--- src/include/dflc_pkg.sv ---
// ---------------------------------------------------------------------------
// Shared constants for the duty input and fault log counter bank.
// ---------------------------------------------------------------------------
package dflc_pkg;

   // Clock rate and the run time tick.
   localparam int unsigned CLOCK_PERIOD_NS = 10;
   localparam int unsigned RUN_TICK_MS     = 1;
   localparam int unsigned RUN_TICK_CYCLES = (RUN_TICK_MS * 1000000) / CLOCK_PERIOD_NS;
   localparam int unsigned MS_DIV_WIDTH    = 17;

   // Duty measurement: full duty is two to the thirteenth.
   localparam int unsigned      DUTY_SCALE_BITS    = 13;
   localparam int unsigned      DUTY_WIDTH         = 16;
   localparam int unsigned      RAW_WIDTH          = DUTY_SCALE_BITS + 1;
   localparam logic [13:0]      DUTY_FULL_SCALE    = 14'h2000;
   localparam logic [12:0]      WINDOW_LAST_SAMPLE = 13'h1fff;
   localparam logic signed [16:0] DUTY_FULL_SIGNED = 17'sh02000;
   localparam int unsigned      SAMPLE_DIV_DEFAULT = 4;
   localparam int unsigned      SAMPLE_DIV_WIDTH   = 8;

   // Counter widths and saturation values.
   localparam int unsigned RUNTIME_WIDTH = 48;
   localparam int unsigned COUNT_WIDTH   = 16;
   localparam logic [15:0] COUNT_MAX     = 16'hffff;
   localparam logic [47:0] RUNTIME_MAX   = 48'hffff_ffff_ffff;

   // Event slots of the fault log.
   localparam int unsigned EVENT_COUNT  = 5;
   localparam int unsigned EV_RESET     = 0;
   localparam int unsigned EV_INTERNAL  = 1;
   localparam int unsigned EV_SHORT     = 2;
   localparam int unsigned EV_OVERSHOOT = 3;
   localparam int unsigned EV_UNDERVOLT = 4;

   // Parameter numbers as seen by the network master.
   localparam logic [7:0] OFS_APPLIED_DUTY   = 8'h68;
   localparam logic [7:0] OFS_RAW_DUTY       = 8'h69;
   localparam logic [7:0] OFS_RUN_TIME       = 8'h94;
   localparam logic [7:0] OFS_RESET_COUNT    = 8'h95;
   localparam logic [7:0] OFS_INTERNAL_COUNT = 8'h96;
   localparam logic [7:0] OFS_SHORT_COUNT    = 8'h97;
   localparam logic [7:0] OFS_OVERSHOOT_CNT  = 8'h98;
   localparam logic [7:0] OFS_UNDERVOLT_CNT  = 8'h99;

endpackage : dflc_pkg

--- src/rtl/dflc_duty_meter.sv ---
`timescale 1ns/10ps
// ---------------------------------------------------------------------------
// Duty meter: counts high samples of the command pin over a fixed window.
// ---------------------------------------------------------------------------
module dflc_duty_meter #(
   parameter int unsigned SampleDiv = dflc_pkg::SAMPLE_DIV_DEFAULT
) (
   input  wire logic        clock,
   input  wire logic        rst_n,
   input  wire logic        pwmPin,
   input  wire logic        dirPin,
   output logic      [15:0] rawDuty,
   output logic             dirLevel,
   output logic             dutyUpdate
);

   typedef struct packed {
      logic [1:0]  pwmSync;
      logic [1:0]  dirSync;
      logic [7:0]  divCount;
      logic [12:0] sampleCount;
      logic [13:0] highCount;
      logic [15:0] rawDuty;
      logic        update;
   } dflc_meter_s;

   dflc_meter_s st;
   dflc_meter_s next_st;
   logic [13:0] sum;

   // A window of exactly two to the thirteenth samples makes the high count
   // the duty in its final scale, so no divider is needed.
   always_comb begin
      next_st            = st;
      sum                = st.highCount + {13'h0000, st.pwmSync[1]};
      next_st.pwmSync    = {st.pwmSync[0], pwmPin};
      next_st.dirSync    = {st.dirSync[0], dirPin};
      next_st.update     = 1'b0;
      if (st.divCount == 8'(SampleDiv - 1)) begin
         next_st.divCount = 8'h00;
         if (st.sampleCount == dflc_pkg::WINDOW_LAST_SAMPLE) begin
            next_st.rawDuty     = {2'b00, sum};
            next_st.highCount   = 14'h0000;
            next_st.sampleCount = 13'h0000;
            next_st.update      = 1'b1;
         end else begin
            next_st.highCount   = sum;
            next_st.sampleCount = st.sampleCount + 13'h0001;
         end
      end else begin
         next_st.divCount = st.divCount + 8'h01;
      end
   end

   // State register; the first synchroniser stage feeds only the second.
   always_ff @(posedge clock) begin
      if (!rst_n) begin
         st <= '0;
      end else begin
         st <= next_st;
      end
   end

   assign rawDuty    = st.rawDuty;
   assign dirLevel   = st.dirSync[1];
   assign dutyUpdate = st.update;
endmodule : dflc_duty_meter

--- src/rtl/dflc_top.sv ---
`timescale 1ns/10ps
module dflc_top #(
   parameter int unsigned MsTickCycles = dflc_pkg::RUN_TICK_CYCLES,
   parameter int unsigned SampleDiv    = dflc_pkg::SAMPLE_DIV_DEFAULT
) (
   input  wire logic        clock,
   input  wire logic        rst_n,
   input  wire logic        pwmPin,
   input  wire logic        dirPin,
   input  wire logic        cfgPwmMode,
   input  wire logic        cfgBipolar,
   input  wire logic        cfgInvert,
   input  wire logic        faultReset,
   input  wire logic        faultInternal,
   input  wire logic        faultShort,
   input  wire logic        faultOvershoot,
   input  wire logic        faultUndervolt,
   input  wire logic        paramRead,
   input  wire logic        paramWrite,
   input  wire logic [7:0]  paramIndex,
   output logic      [47:0] paramData,
   output logic             paramValid,
   output logic             paramError
);

   // ------------------------------------------------------------------------
   // State and helpers
   // ------------------------------------------------------------------------

   typedef struct packed {
      logic [4:0]       prevFault;
      logic [4:0][15:0] eventCount;
      logic [16:0]      msDiv;
      logic [47:0]      runTime;
      logic [15:0]      appliedDuty;
      logic [47:0]      respData;
      logic             respValid;
      logic             respError;
   } dflc_state_s;

   dflc_state_s st;
   dflc_state_s next_st;
   logic [4:0]  faultVec;
   logic [15:0] rawDuty;
   logic        dirLevel;
   logic        dutyUpdate;
   logic        msTick;

   // Saturating step of one event counter.
   function automatic logic [15:0] satInc(input logic [15:0] value);
      logic [15:0] result;
      result = value;
      if (value != dflc_pkg::COUNT_MAX) begin
         result = value + 16'h0001;
      end
      return result;
   endfunction : satInc

   // Signed duty from the raw measurement and the configured handling.
   function automatic logic [15:0] applyPolarity(input logic [15:0] raw,
                                                 input logic        bipolar,
                                                 input logic        dirHigh,
                                                 input logic        invert);
      logic signed [16:0] mag;
      logic signed [16:0] val;
      mag = $signed({3'b000, raw[13:0]});
      if (bipolar) begin
         val = (mag <<< 1) - dflc_pkg::DUTY_FULL_SIGNED;
      end else if (dirHigh) begin
         val = mag;
      end else begin
         val = -mag;
      end
      if (invert) begin
         val = -val;
      end
      return 16'(val);
   endfunction : applyPolarity

   assign faultVec = {faultUndervolt, faultOvershoot, faultShort, faultInternal, faultReset};
   assign msTick   = (st.msDiv == 17'(MsTickCycles - 1));

   // ------------------------------------------------------------------------
   // Duty measurement
   // ------------------------------------------------------------------------

   // The meter owns the pin synchronisers, so the pwm and direction pins pass two flops.
   dflc_duty_meter #(
      .SampleDiv (SampleDiv)
   ) u_meter (
      .clock      (clock),
      .rst_n      (rst_n),
      .pwmPin     (pwmPin),
      .dirPin     (dirPin),
      .rawDuty    (rawDuty),
      .dirLevel   (dirLevel),
      .dutyUpdate (dutyUpdate)
   );

   // ------------------------------------------------------------------------
   // Next state
   // ------------------------------------------------------------------------

   // Counters, run time, duty processing and the parameter answer.
   always_comb begin
      next_st           = st;
      next_st.prevFault = faultVec;

      // Fault flags are levels; only a rising edge is one occurrence.
      for (int i = 0; i < int'(dflc_pkg::EVENT_COUNT); i++) begin
         if (faultVec[i] && !st.prevFault[i]) begin
            next_st.eventCount[i] = satInc(st.eventCount[i]);
         end
      end

      // The divider restarts on every tick, so the tick spacing never drifts.
      // millisecond run time
      if (msTick) begin
         next_st.msDiv = 17'h00000;
         if (st.runTime != dflc_pkg::RUNTIME_MAX) begin
            next_st.runTime = st.runTime + 48'h0000_0000_0001;
         end
      end else begin
         next_st.msDiv = st.msDiv + 17'h00001;
      end

      // Applied duty lags the raw value by one cycle, so a read in that cycle
      // still returns the value built from the previous window.
      // signed applied duty
      if (cfgPwmMode) begin
         next_st.appliedDuty = applyPolarity(rawDuty, cfgBipolar, dirLevel, cfgInvert);
      end else begin
         next_st.appliedDuty = 16'h0000;
      end

      // Answers last one cycle; writes are refused, nothing is stored.
      next_st.respValid = paramRead | paramWrite;
      next_st.respError = 1'b0;
      next_st.respData  = 48'h0000_0000_0000;
      if (paramWrite) begin
         next_st.respError = 1'b1;
      end else if (paramRead) begin
         unique case (paramIndex)
            dflc_pkg::OFS_APPLIED_DUTY: begin
               next_st.respData = {32'h0000_0000, st.appliedDuty};
            end
            dflc_pkg::OFS_RAW_DUTY: begin
               next_st.respData = {32'h0000_0000, rawDuty};
            end
            dflc_pkg::OFS_RUN_TIME: begin
               next_st.respData = st.runTime;
            end
            dflc_pkg::OFS_RESET_COUNT: begin
               next_st.respData = {32'h0000_0000, st.eventCount[dflc_pkg::EV_RESET]};
            end
            dflc_pkg::OFS_INTERNAL_COUNT: begin
               next_st.respData = {32'h0000_0000, st.eventCount[dflc_pkg::EV_INTERNAL]};
            end
            dflc_pkg::OFS_SHORT_COUNT: begin
               next_st.respData = {32'h0000_0000, st.eventCount[dflc_pkg::EV_SHORT]};
            end
            dflc_pkg::OFS_OVERSHOOT_CNT: begin
               next_st.respData = {32'h0000_0000, st.eventCount[dflc_pkg::EV_OVERSHOOT]};
            end
            dflc_pkg::OFS_UNDERVOLT_CNT: begin
               next_st.respData = {32'h0000_0000, st.eventCount[dflc_pkg::EV_UNDERVOLT]};
            end
            default: begin
               next_st.respError = 1'b1;
            end
         endcase
      end
   end

   // ------------------------------------------------------------------------
   // State register
   // ------------------------------------------------------------------------

   // Counters live in flops only, so every reset starts them from zero.
   always_ff @(posedge clock) begin
      if (!rst_n) begin
         st <= '0;
      end else begin
         st <= next_st;
      end
   end

   assign paramData  = st.respData;
   assign paramValid = st.respValid;
   assign paramError = st.respError;
endmodule : dflc_top

--- config.mk ---
export PLATFORM = sky130hd
export DESIGN_NAME = dflc_top
export DESIGN_NICKNAME = d
export VERILOG_FILES = /design/src/include/dflc_pkg.sv /design/src/rtl/dflc_duty_meter.sv /design/src/rtl/dflc_top.sv
export SDC_FILE = /design/constraint.sdc
export NUM_CORES = 1
export LEC_CHECK = 0
export ABC_AREA = 1
export CAP_MARGIN = 25
export CORE_AREA = 2 2 243 245
export DETAILED_ROUTE_END_ITERATION = 10
export DIE_AREA = 0 0 245 247
export DONT_BUFFER_PORTS = 1
export GPL_TIMING_DRIVEN = 1
export PLACE_DENSITY = 0.46
export SKIP_CTS_REPAIR_TIMING = 1
export SLEW_MARGIN = 20
export SYNTH_ARGS = -nofsm -noshare
export SYNTH_HDL_FRONTEND = slang
export SYNTH_HIERARCHICAL = 1
export SYNTH_SLANG_ARGS = --single-unit
--- constraint.sdc ---
create_clock -name clock -period 3.1 [get_ports clock]
set_clock_uncertainty 0.2 [all_clocks]
set_input_delay 0.155 -clock clock [delete_from_list [all_inputs] [get_ports clock]]
set_output_delay 0.155 -clock clock [all_outputs]
set_load 0.05 [all_outputs]
==> tab_implementation.tex, run 1 <==
\begin{tabular}{lr}
\hline
Metric & Value \\
\hline
\multicolumn{2}{l}{\textbf{Critical path}} \\
\quad Signal arrival time at the worst endpoint & around 3.0 ns \\
\quad Data required time at the worst endpoint & roughly 3.4 ns \\
\quad Kind of critical path & input port to flop \\
\quad Worst setup EP type & flop \\
\quad Highest net fanout along the worst path & 16 \\
\quad Category of the worst setup path launch point & input port \\
\multicolumn{2}{l}{\textbf{Die}} \\
\quad Vert. Die Dim & around 250 µm \\
\quad Initial core utilization & around a quarter \\
\quad Count of pins on the block boundary & between 70 and 80 \\
\quad Core Rows & 89 \\
\quad Area enclosed by the die boundary & just over 60,000 µm² \\
\quad Horiz. Die Dim & about 250 µm \\
\quad Core Footprint & 58,200 µm² \\
\multicolumn{2}{l}{\textbf{Hold path}} \\
\quad Tightest Hold Check Type & input port to flop \\
\multicolumn{2}{l}{\textbf{Final layout}} \\
\quad Fraction of final layout cells sized beyond drive strength 1 & 7.45\% \\
\quad Net total in the final layout & 2,080 \\
\quad Area delta synth->final & 12.6\% \\
\quad Non-filler instance count after layout & around 2,800 \\
\multicolumn{2}{l}{\textbf{Drt}} \\
\quad Number of search-and-repair iterations in the first detailed-routing pass & 6 \\
\quad DR vias/cell & approximately 4.5 \\
\quad Number of nets with antenna violations after routing & 0 \\
\quad Via total after detailed routing & 12,900 \\
\quad DRC violations left & 0 \\
\quad Average wire per cell in the routed design & approximately 15 µm \\
\quad Iteration-0 DRC count of the detailed router & $\sim$800 \\
\quad Final Routed Wirelength & about 42,000 µm \\
\multicolumn{2}{l}{\textbf{Run status}} \\
\quad Status & finished, violations left \\
\quad Violations in the final reports & hold timing \\
\multicolumn{2}{l}{\textbf{Global route}} \\
\quad Initial antenna violation count & 1 \\
\quad Maximum number of pins on one net before global-route repair & 84 \\
\quad Via count of the first global-routing pass & between 10,000 and 15,000 \\
\quad GRT Resource Usage Total & about 14\% \\
\quad Wire length of the first global-routing pass & about 67,000 µm \\
\quad Total congestion overflow after global routing & 0 \\
\multicolumn{2}{l}{\textbf{Clocking}} \\
\quad \# clock sinks & 269 \\
\quad Clock tree root driver cell & sky130\_fd\_sc\_hd\_\_clkbuf\_16 \\
\quad Clock edge transition at the registers on the reported setup and hold paths & $\sim$0.06 ns \\
\quad Num CTS Buffers & 35 \\
\quad Number of H-tree levels & 2 \\
\quad Maximum root-to-sink buffer count & 3 \\
\quad TritonCTS clock tree & yes \\
\quad Insertion delay to the later sink of the worst-skew pair & 0.55 ns \\
\multicolumn{2}{l}{\textbf{Place}} \\
\quad Number of cells in the design after placement & between 2,000 and 3,000 \\
\quad DP HPWL & a little over 30,000 µm \\
\quad Count of buffers inserted at the top-level ports & 0 \\
\quad Weighted congestion reported at the end of routability-driven placement & 0.911 \\
\multicolumn{2}{l}{\textbf{STA}} \\
\quad Setup Viol. Count Final & 0 \\
\quad Final worst-path cycle share & about nine tenths \\
\quad Actual slew at the worst max-slew pin & about 0.65 ns \\
\quad Worst slew slack as a fraction of its limit & 56.4\% \\
\quad Clock period minus final worst setup slack & approximately 2.8 ns \\
\quad Final hold violations & 3 \\
\quad Unrepaired setup endpoints after global routing & false \\
\quad Worst Hold Margin & -0.103 ns \\
\quad Max Transition Viols Final & 0 \\
\quad Peak Freq & between 300 and 400 MHz \\
\quad Setup TNS after final layout & 0 ns \\
\multicolumn{2}{l}{\textbf{Power}} \\
\quad VDD IR-drop max & roughly 0.00033 V \\
\quad Leakage power & around 5.8 nW \\
\quad Power consumption & about 0.0079 W \\
\quad Pwr/cell area & 493 nW/µm² \\
\multicolumn{2}{l}{\textbf{Job}} \\
\quad Number of maximum-capacitance constraint violations & 0 \\
\multicolumn{2}{l}{\textbf{Synthesis}} \\
\quad Area of the mapped netlist & 14,300 µm² \\
\quad Synthesized instance count & approximately 2,100 \\
\quad Average cell area after synthesis & 6.87 µm² \\
\quad Synthesis warning total & 6 \\
\hline
\end{tabular}
cell usage in the layout (no fill, tap or decap), types with 4 or more instances in the layout:
cell,n
sky130_fd_sc_hd__o31ai_1,6
sky130_fd_sc_hd__nor3_1,99
sky130_fd_sc_hd__dfxtp_1,269
sky130_fd_sc_hd__a21oi_2,20
sky130_fd_sc_hd__buf_4,17
sky130_fd_sc_hd__o22ai_1,33
sky130_fd_sc_hd__nand4_1,31
sky130_fd_sc_hd__nand3_1,126
sky130_fd_sc_hd__inv_1,259
sky130_fd_sc_hd__o2111ai_1,5
sky130_fd_sc_hd__nand2_2,24
sky130_fd_sc_hd__a21oi_1,113
sky130_fd_sc_hd__nor3b_1,10
sky130_fd_sc_hd__clkinv_2,8
sky130_fd_sc_hd__nand2_1,443
sky130_fd_sc_hd__nor3_2,4
sky130_fd_sc_hd__clkbuf_1,5
sky130_fd_sc_hd__xor2_1,59
sky130_fd_sc_hd__a211oi_1,4
sky130_fd_sc_hd__dlygate4sd3_1,24
sky130_fd_sc_hd__clkbuf_8,5
sky130_fd_sc_hd__a31oi_1,6
sky130_fd_sc_hd__nor4_1,31
sky130_fd_sc_hd__inv_2,9
sky130_fd_sc_hd__o21a_1,7
sky130_fd_sc_hd__o21ai_0,108
sky130_fd_sc_hd__o21ai_1,5
sky130_fd_sc_hd__ha_1,15
sky130_fd_sc_hd__nor2_1,240
sky130_fd_sc_hd__clkbuf_16,36
metrics by stage:
step	area (µm²)	hold WS [ns]	setup slack [ns]	utilization (%)
floorplan	14300	0.0485	0.799	-
global placement	14600	0.0500	0.540	25.1
detailed placement	14600	0.0542	0.472	25.1
CTS	15800	-0.537	0.455	27.1
global route	16100	0.0165	0.0190	27.6
finish	16100	-0.103	0.341	27.6
state kept, by name, indices dropped and copies added (netlist names):
signal	count
st	166
paramData	48
u_meter/st	36
u_meter/rawDuty	14
u_meter/next_st	2
paramError	1
paramValid	1
u_meter/dirLevel	1
cell type report:
type                       count  area (µm²)
fill                        6402       42100
multi-input combinational   1421        7100
sequential                   269        5390
inverter                     271        1020
clock buffer                  46         988
tap                          773         967
timing repair buffer          45         463
clock inverter                15         174
antenna                        1        2.50
worst max-delay path: stages:
cell and delay (ns):
sky130_fd_sc_hd__dlygate4sd3_1 0.88, sky130_fd_sc_hd__inv_1 0.42, sky130_fd_sc_hd__o21ai_0 0.26, sky130_fd_sc_hd__inv_1 0.08, sky130_fd_sc_hd__ha_1 0.21, sky130_fd_sc_hd__nand2_1 0.08, sky130_fd_sc_hd__nor2_1 0.06, sky130_fd_sc_hd__nand3_1 0.06
sky130_fd_sc_hd__nand2_1 0.07, sky130_fd_sc_hd__dlygate4sd3_1 0.57, sky130_fd_sc_hd__a21oi_1 0.16
worst paths after layout:
| check | slack (ns) | to | startpoint | depth (start not counted) |
|---|---|---|---|---|
| max | 0.34 | st[56]$_SDFF_PN0_ | cfgBipolar | 11 |
| max reg2reg | 0.43 | st[56]$_SDFF_PN0_ | u_meter/rawDuty[1]$_SDFFE_PN0P_ | 12 |
| min | -0.10 | st[51]$_SDFF_PN0_ | cfgBipolar | 7 |
| min reg2reg | 0.22 | u_meter/dirLevel$_SDFF_PN0_ | u_meter/next_st[53]$_SDFF_PN0_ | 2 |
layer usage:
layer  global-route usage (%)  part of all wire (%)
met1                     17.8                    46
met2                     23.4                    47
met3                     2.28                   4.3
met4                     5.02                   2.7
met5                        0                     0
where the power goes:
group | internal [W] | switching, W
logic | 0.0000927 | 0.000188
registers | 0.00350 | 0.0000309
clock network | 0.00250 | 0.00163
(Power assumes the default switching activity.)
==> inputs of run 2 (changes only) <==
--- a/config.mk
+++ b/config.mk
@@ -6,16 +6,15 @@
 export NUM_CORES = 1
 export LEC_CHECK = 0
 export ABC_AREA = 1
+export ABC_CLOCK_PERIOD_IN_PS = 3100
 export CAP_MARGIN = 25
-export CORE_AREA = 2 2 243 245
+export CORE_AREA = 2 2 238 240
 export DETAILED_ROUTE_END_ITERATION = 10
-export DIE_AREA = 0 0 245 247
+export DIE_AREA = 0 0 240 242
 export DONT_BUFFER_PORTS = 1
 export GPL_TIMING_DRIVEN = 1
 export PLACE_DENSITY = 0.46
 export SKIP_CTS_REPAIR_TIMING = 1
-export SLEW_MARGIN = 20
 export SYNTH_ARGS = -nofsm -noshare
 export SYNTH_HDL_FRONTEND = slang
-export SYNTH_HIERARCHICAL = 1
 export SYNTH_SLANG_ARGS = --single-unit
==> run 2 against run 1 <==
The run still ends with hold timing left. Largest cell class unchanged. Final cell count decreased by 3.7%. Critical path depth increased by 4. Cell area decreased by 3.5%. Non-clock buffer count increased by 3. Total power decreased by 4.9%. Via count decreased by 2.1%. Sequential share of layout area increased by 1.2 points. Global-route usage decreased by 0.12 points. Synthesized cell count decreased by 5.1%. Clock-buffer cell count decreased by 6.
==> tab_implementation.tex, run 2 <==
\begin{tabular}{lr}
\hline
Metric & Value \\
\hline
\multicolumn{2}{l}{\textbf{Power}} \\
\quad Design internal power & 0.00581 W (was 0.00609 W) \\
\quad Leakage power & 5.45 nW (was 5.82 nW) \\
\quad Total net switching power & 0.00174 W (was 0.00185 W) \\
\quad Portion of total power attributed to combinational logic & 3.8\% (was 3.5\%) \\
\quad Power share of the sequential group & 46.7\% (was 44.4\%) \\
\quad Pwr/cell area & 486 nW/µm² (was 493 nW/µm²) \\
\quad Clk pwr share & 49.5\% (was 52.0\%) \\
\quad Power consumption & 0.00755 W (was 0.00794 W) \\
\quad Switching fraction of total power & 23.1\% (was 23.3\%) \\
\quad VDD IR-drop max & 0.000491 V (was 0.000329 V) \\
\multicolumn{2}{l}{\textbf{Synthesis}} \\
\quad Number of nets in the synthesized netlist & approximately 2,000 \\
\quad Number of different library cells in the post-synthesis netlist & between 40 and 50 \\
\quad Synth top area share & 39.2\% \\
\quad Count of flip-flops with a built-in enable after synthesis & 0 \\
\quad Most frequently used flop master after synthesis & sky130\_fd\_sc\_hd\_\_dfxtp\_1 \\
\quad Area of the mapped netlist & 13,700 µm² (was 14,300 µm²) \\
\quad Area leader, netlist & sky130\_fd\_sc\_hd\_\_dfxtp\_1 \\
\quad Most repeated cell in the gate-level netlist after synthesis & sky130\_fd\_sc\_hd\_\_nand2\_1 \\
\quad Cell types with the largest area share after synthesis & sky130\_fd\_sc\_hd\_\_dfxtp\_1, sky130\_fd\_sc\_hd\_\_nand2\_1, sky130\_fd\_sc\_hd\_\_inv\_1 \\
\quad Cell types with the highest counts after synthesis & sky130\_fd\_sc\_hd\_\_nand2\_1, sky130\_fd\_sc\_hd\_\_dfxtp\_1, sky130\_fd\_sc\_hd\_\_inv\_1 \\
\quad Asr flop ratio synth & 0\% \\
\quad Synthesis warning total & 0 (was 6) \\
\quad FF+latch count, synth & between 200 and 300 \\
\quad Register area share after synthesis & between 30 and 40\% \\
\quad Average cell area after synthesis & 6.95 µm² (was 6.87 µm²) \\
\quad Synthesized instance count & 1,976 (was 2,083) \\
\multicolumn{2}{l}{\textbf{Final layout}} \\
\quad Flip-flop count of the largest register, all copies and words added & 166 (unchanged) \\
\quad Commonest non-fill, non-tap cell in the layout & sky130\_fd\_sc\_hd\_\_nand2\_1 (unchanged) \\
\quad Core occupancy in the finished layout & 27.9\% (was 27.6\%) \\
\quad Most flops, register & st (unchanged) \\
\quad Net total in the final layout & 1,990 (was 2,080) \\
\quad Fraction of final layout cells sized beyond drive strength 1 & 7.23\% (was 7.45\%) \\
\quad Area delta synth->final & 13.2\% (was 12.6\%) \\
\quad Top library cells by usage in the layout, fill and taps aside & sky130\_fd\_sc\_hd\_\_nand2\_1, sky130\_fd\_sc\_hd\_\_dfxtp\_1, sky130\_fd\_sc\_hd\_\_inv\_1 (unchanged) \\
\multicolumn{2}{l}{\textbf{Drt}} \\
\quad Iteration-0 DRC count of the detailed router & 843 (was 798) \\
\quad Final Routed Wirelength & 40,900 µm (was 42,500 µm) \\
\quad Number of search-and-repair iterations in the first detailed-routing pass & 6 (unchanged) \\
\quad DRC violations left & 0 (unchanged) \\
\quad Average wire per cell in the routed design & 14.9 µm (was 15.0 µm) \\
\quad Via total after detailed routing & 12,600 (was 12,900) \\
\quad Number of nets with antenna violations after routing & 0 (unchanged) \\
\quad DR vias/cell & 4.60 (was 4.52) \\
\multicolumn{2}{l}{\textbf{STA}} \\
\quad Final worst-path cycle share & 89.0\% (about the same) \\
\quad Worst slew slack as a fraction of its limit & 52.5\% (was 56.4\%) \\
\quad Peak Freq & 363 MHz (was 362 MHz) \\
\quad Worst Hold Margin & -0.0240 ns (was -0.103 ns) \\
\quad Setup Viol. Count Final & 0 (unchanged) \\
\quad Unrepaired setup endpoints after global routing & false (unchanged) \\
\quad Clock period minus final worst setup slack & 2.76 ns (about the same) \\
\quad Final hold violations & 5 (was 3) \\
\quad Max Transition Viols Final & 0 (unchanged) \\
\quad Actual slew at the worst max-slew pin & 0.709 ns (was 0.649 ns) \\
\quad Setup TNS after final layout & 0 ns (unchanged) \\
\quad Minimum setup slack in the final design & 0.342 ns (was 0.341 ns) \\
\multicolumn{2}{l}{\textbf{Place}} \\
\quad Worst slack at placement & 0.428 ns (was 0.472 ns) \\
\quad Count of buffers inserted at the top-level ports & 0 (unchanged) \\
\quad Weighted congestion reported at the end of routability-driven placement & 0.875 (was 0.911) \\
\quad DP HPWL & 30,700 µm (was 31,000 µm) \\
\multicolumn{2}{l}{\textbf{Hold path}} \\
\quad Hold path depth & 5 (was 7) \\
\quad Tightest Hold Check Type & input port to flop (unchanged) \\
\multicolumn{2}{l}{\textbf{Global route}} \\
\quad Top Usage Layer GRT & met2 (unchanged) \\
\quad Initial antenna violation count & 3 (was 1) \\
\quad Wire length of the first global-routing pass & 64,100 µm (was 67,000 µm) \\
\quad Routing usage on met3 & 1.98\% (was 2.28\%) \\
\quad GRT Resource Usage Total & 13.8\% (was 13.9\%) \\
\quad Maximum number of pins on one net before global-route repair & 76 (was 84) \\
\quad Total congestion overflow after global routing & 0 (unchanged) \\
\quad Via count of the first global-routing pass & 11,800 (was 12,300) \\
\quad Met1 usage & 18.2\% (was 17.8\%) \\
\quad M2 GR Usage & 23.1\% (was 23.4\%) \\
\multicolumn{2}{l}{\textbf{Critical path}} \\
\quad Cell count of the worst reg-to-reg path & 10 (was 12) \\
\quad Category of the worst setup path launch point & input port (unchanged) \\
\quad Worst setup EP type & flop (unchanged) \\
\quad Data required time at the worst endpoint & 3.37 ns (was 3.36 ns) \\
\quad Signal arrival time at the worst endpoint & 3.03 ns (was 3.01 ns) \\
\quad Kind of critical path & input port to flop (unchanged) \\
\quad Highest net fanout along the worst path & 18 (was 16) \\
\multicolumn{2}{l}{\textbf{Clocking}} \\
\quad Insertion delay to the later sink of the worst-skew pair & 0.57 ns (was 0.55 ns) \\
\quad Maximum root-to-sink buffer count & 3 (unchanged) \\
\quad Clock tree root driver cell & sky130\_fd\_sc\_hd\_\_clkbuf\_16 (unchanged) \\
\quad TritonCTS clock tree & yes (unchanged) \\
\quad Number of H-tree levels & 1 (was 2) \\
\quad Clock edge transition at the registers on the reported setup and hold paths & 0.06 ns (about the same) \\
\quad Num CTS Buffers & 31 (was 35) \\
\quad \# clock sinks & 269 (unchanged) \\
\multicolumn{2}{l}{\textbf{Job}} \\
\quad Number of maximum-capacitance constraint violations & 0 (unchanged) \\
\multicolumn{2}{l}{\textbf{Die}} \\
\quad Area enclosed by the die boundary & 58,100 µm² (was 60,500 µm²) \\
\quad Horiz. Die Dim & 240 µm (was 245 µm) \\
\quad Count of pins on the block boundary & 72 (unchanged) \\
\quad Initial core utilization & 24.6\% (about the same) \\
\quad Core Rows & 87 (was 89) \\
\quad Core Footprint & 55,700 µm² (was 58,200 µm²) \\
\quad Vert. Die Dim & 242 µm (was 247 µm) \\
\multicolumn{2}{l}{\textbf{Run status}} \\
\quad Violations in the final reports & hold timing (unchanged) \\
\quad Status & finished, violations left (unchanged) \\
\hline
\end{tabular}
## run 2: worst paths after layout
check | start | end | slack [ns]
max | cfgBipolar | st[64]$_SDFF_PN0_ | 0.34
min | paramIndex[1] | paramData[12]$_SDFF_PP0_ | -0.02
max reg2reg | st[66]$_SDFFE_PN0P_ | st[80]$_SDFFE_PN0P_ | 0.40
min reg2reg | u_meter.next_st[55]$_SDFF_PN0_ | u_meter.st[55]$_SDFF_PN0_ | 0.22
## run 2: kinds of logic after synthesis
group           Yosys count  synth area share [%]
compound gates          332                  13.9
xor+xnor                 64                  4.08
flops                   269                  39.2
fa+ha+maj                15                  1.37
simple gates            912                  29.1
buf+inv                 384                  12.3
## run 2: per-stage QoR
stage / area [µm²] / instances
final: 15500 / 2735
after global routing: 15500 / 2733
after CTS: 15200 / 2705
after detailed placement: 14200 / 2648
after global placement: 14200 / 2648
after floorplan: 13700 / 1976
## run 2: power groups by stage
stage	logic, W	clock network (W)	registers, W
floorplan	0.000187	0	0.00360
global placement	0.000230	0	0.00360
detailed placement	0.000234	0	0.00360
CTS	0.000235	0.00388	0.00353
global route	0.000331	0.00402	0.00353
finish	0.000287	0.00374	0.00353
## run 2: routing by layer
metal	part of all wire (%)	up-vias
met4	2.3	2
met3	5.0	71
li1	-	6369
met2	47	290
met1	45	5846
met5	0.032	-
## run 2: worst max-delay path, cell delays in order
cell and delay [ns]:
sky130_fd_sc_hd__dlygate4sd3_1 0.99, sky130_fd_sc_hd__inv_2 0.32, sky130_fd_sc_hd__o211ai_1 0.20, sky130_fd_sc_hd__o21ai_0 0.11, sky130_fd_sc_hd__inv_1 0.09, sky130_fd_sc_hd__ha_1 0.19
sky130_fd_sc_hd__nand2_1 0.06, sky130_fd_sc_hd__a21oi_1 0.16, sky130_fd_sc_hd__nand2_1 0.11, sky130_fd_sc_hd__nand2_1 0.10, sky130_fd_sc_hd__nand2_1 0.09, sky130_fd_sc_hd__nor2_1 0.20
sky130_fd_sc_hd__nand3_1 0.10, sky130_fd_sc_hd__nand2_1 0.08, sky130_fd_sc_hd__nor2_1 0.05
## run 2: area by class of cell
| class | instances | area, µm² |
|---|---|---|
| Antenna cell | 2 | 5.00 |
| Sequential cell | 269 | 5390 |
| Multi-Input combinational cell | 1323 | 6650 |
| Clock buffer | 40 | 870 |
| Clock inverter | 17 | 174 |
| Fill cell | 6201 | 40200 |
| Inverter | 280 | 1050 |
| Tap cell | 756 | 946 |
| Timing Repair Buffer | 48 | 460 |
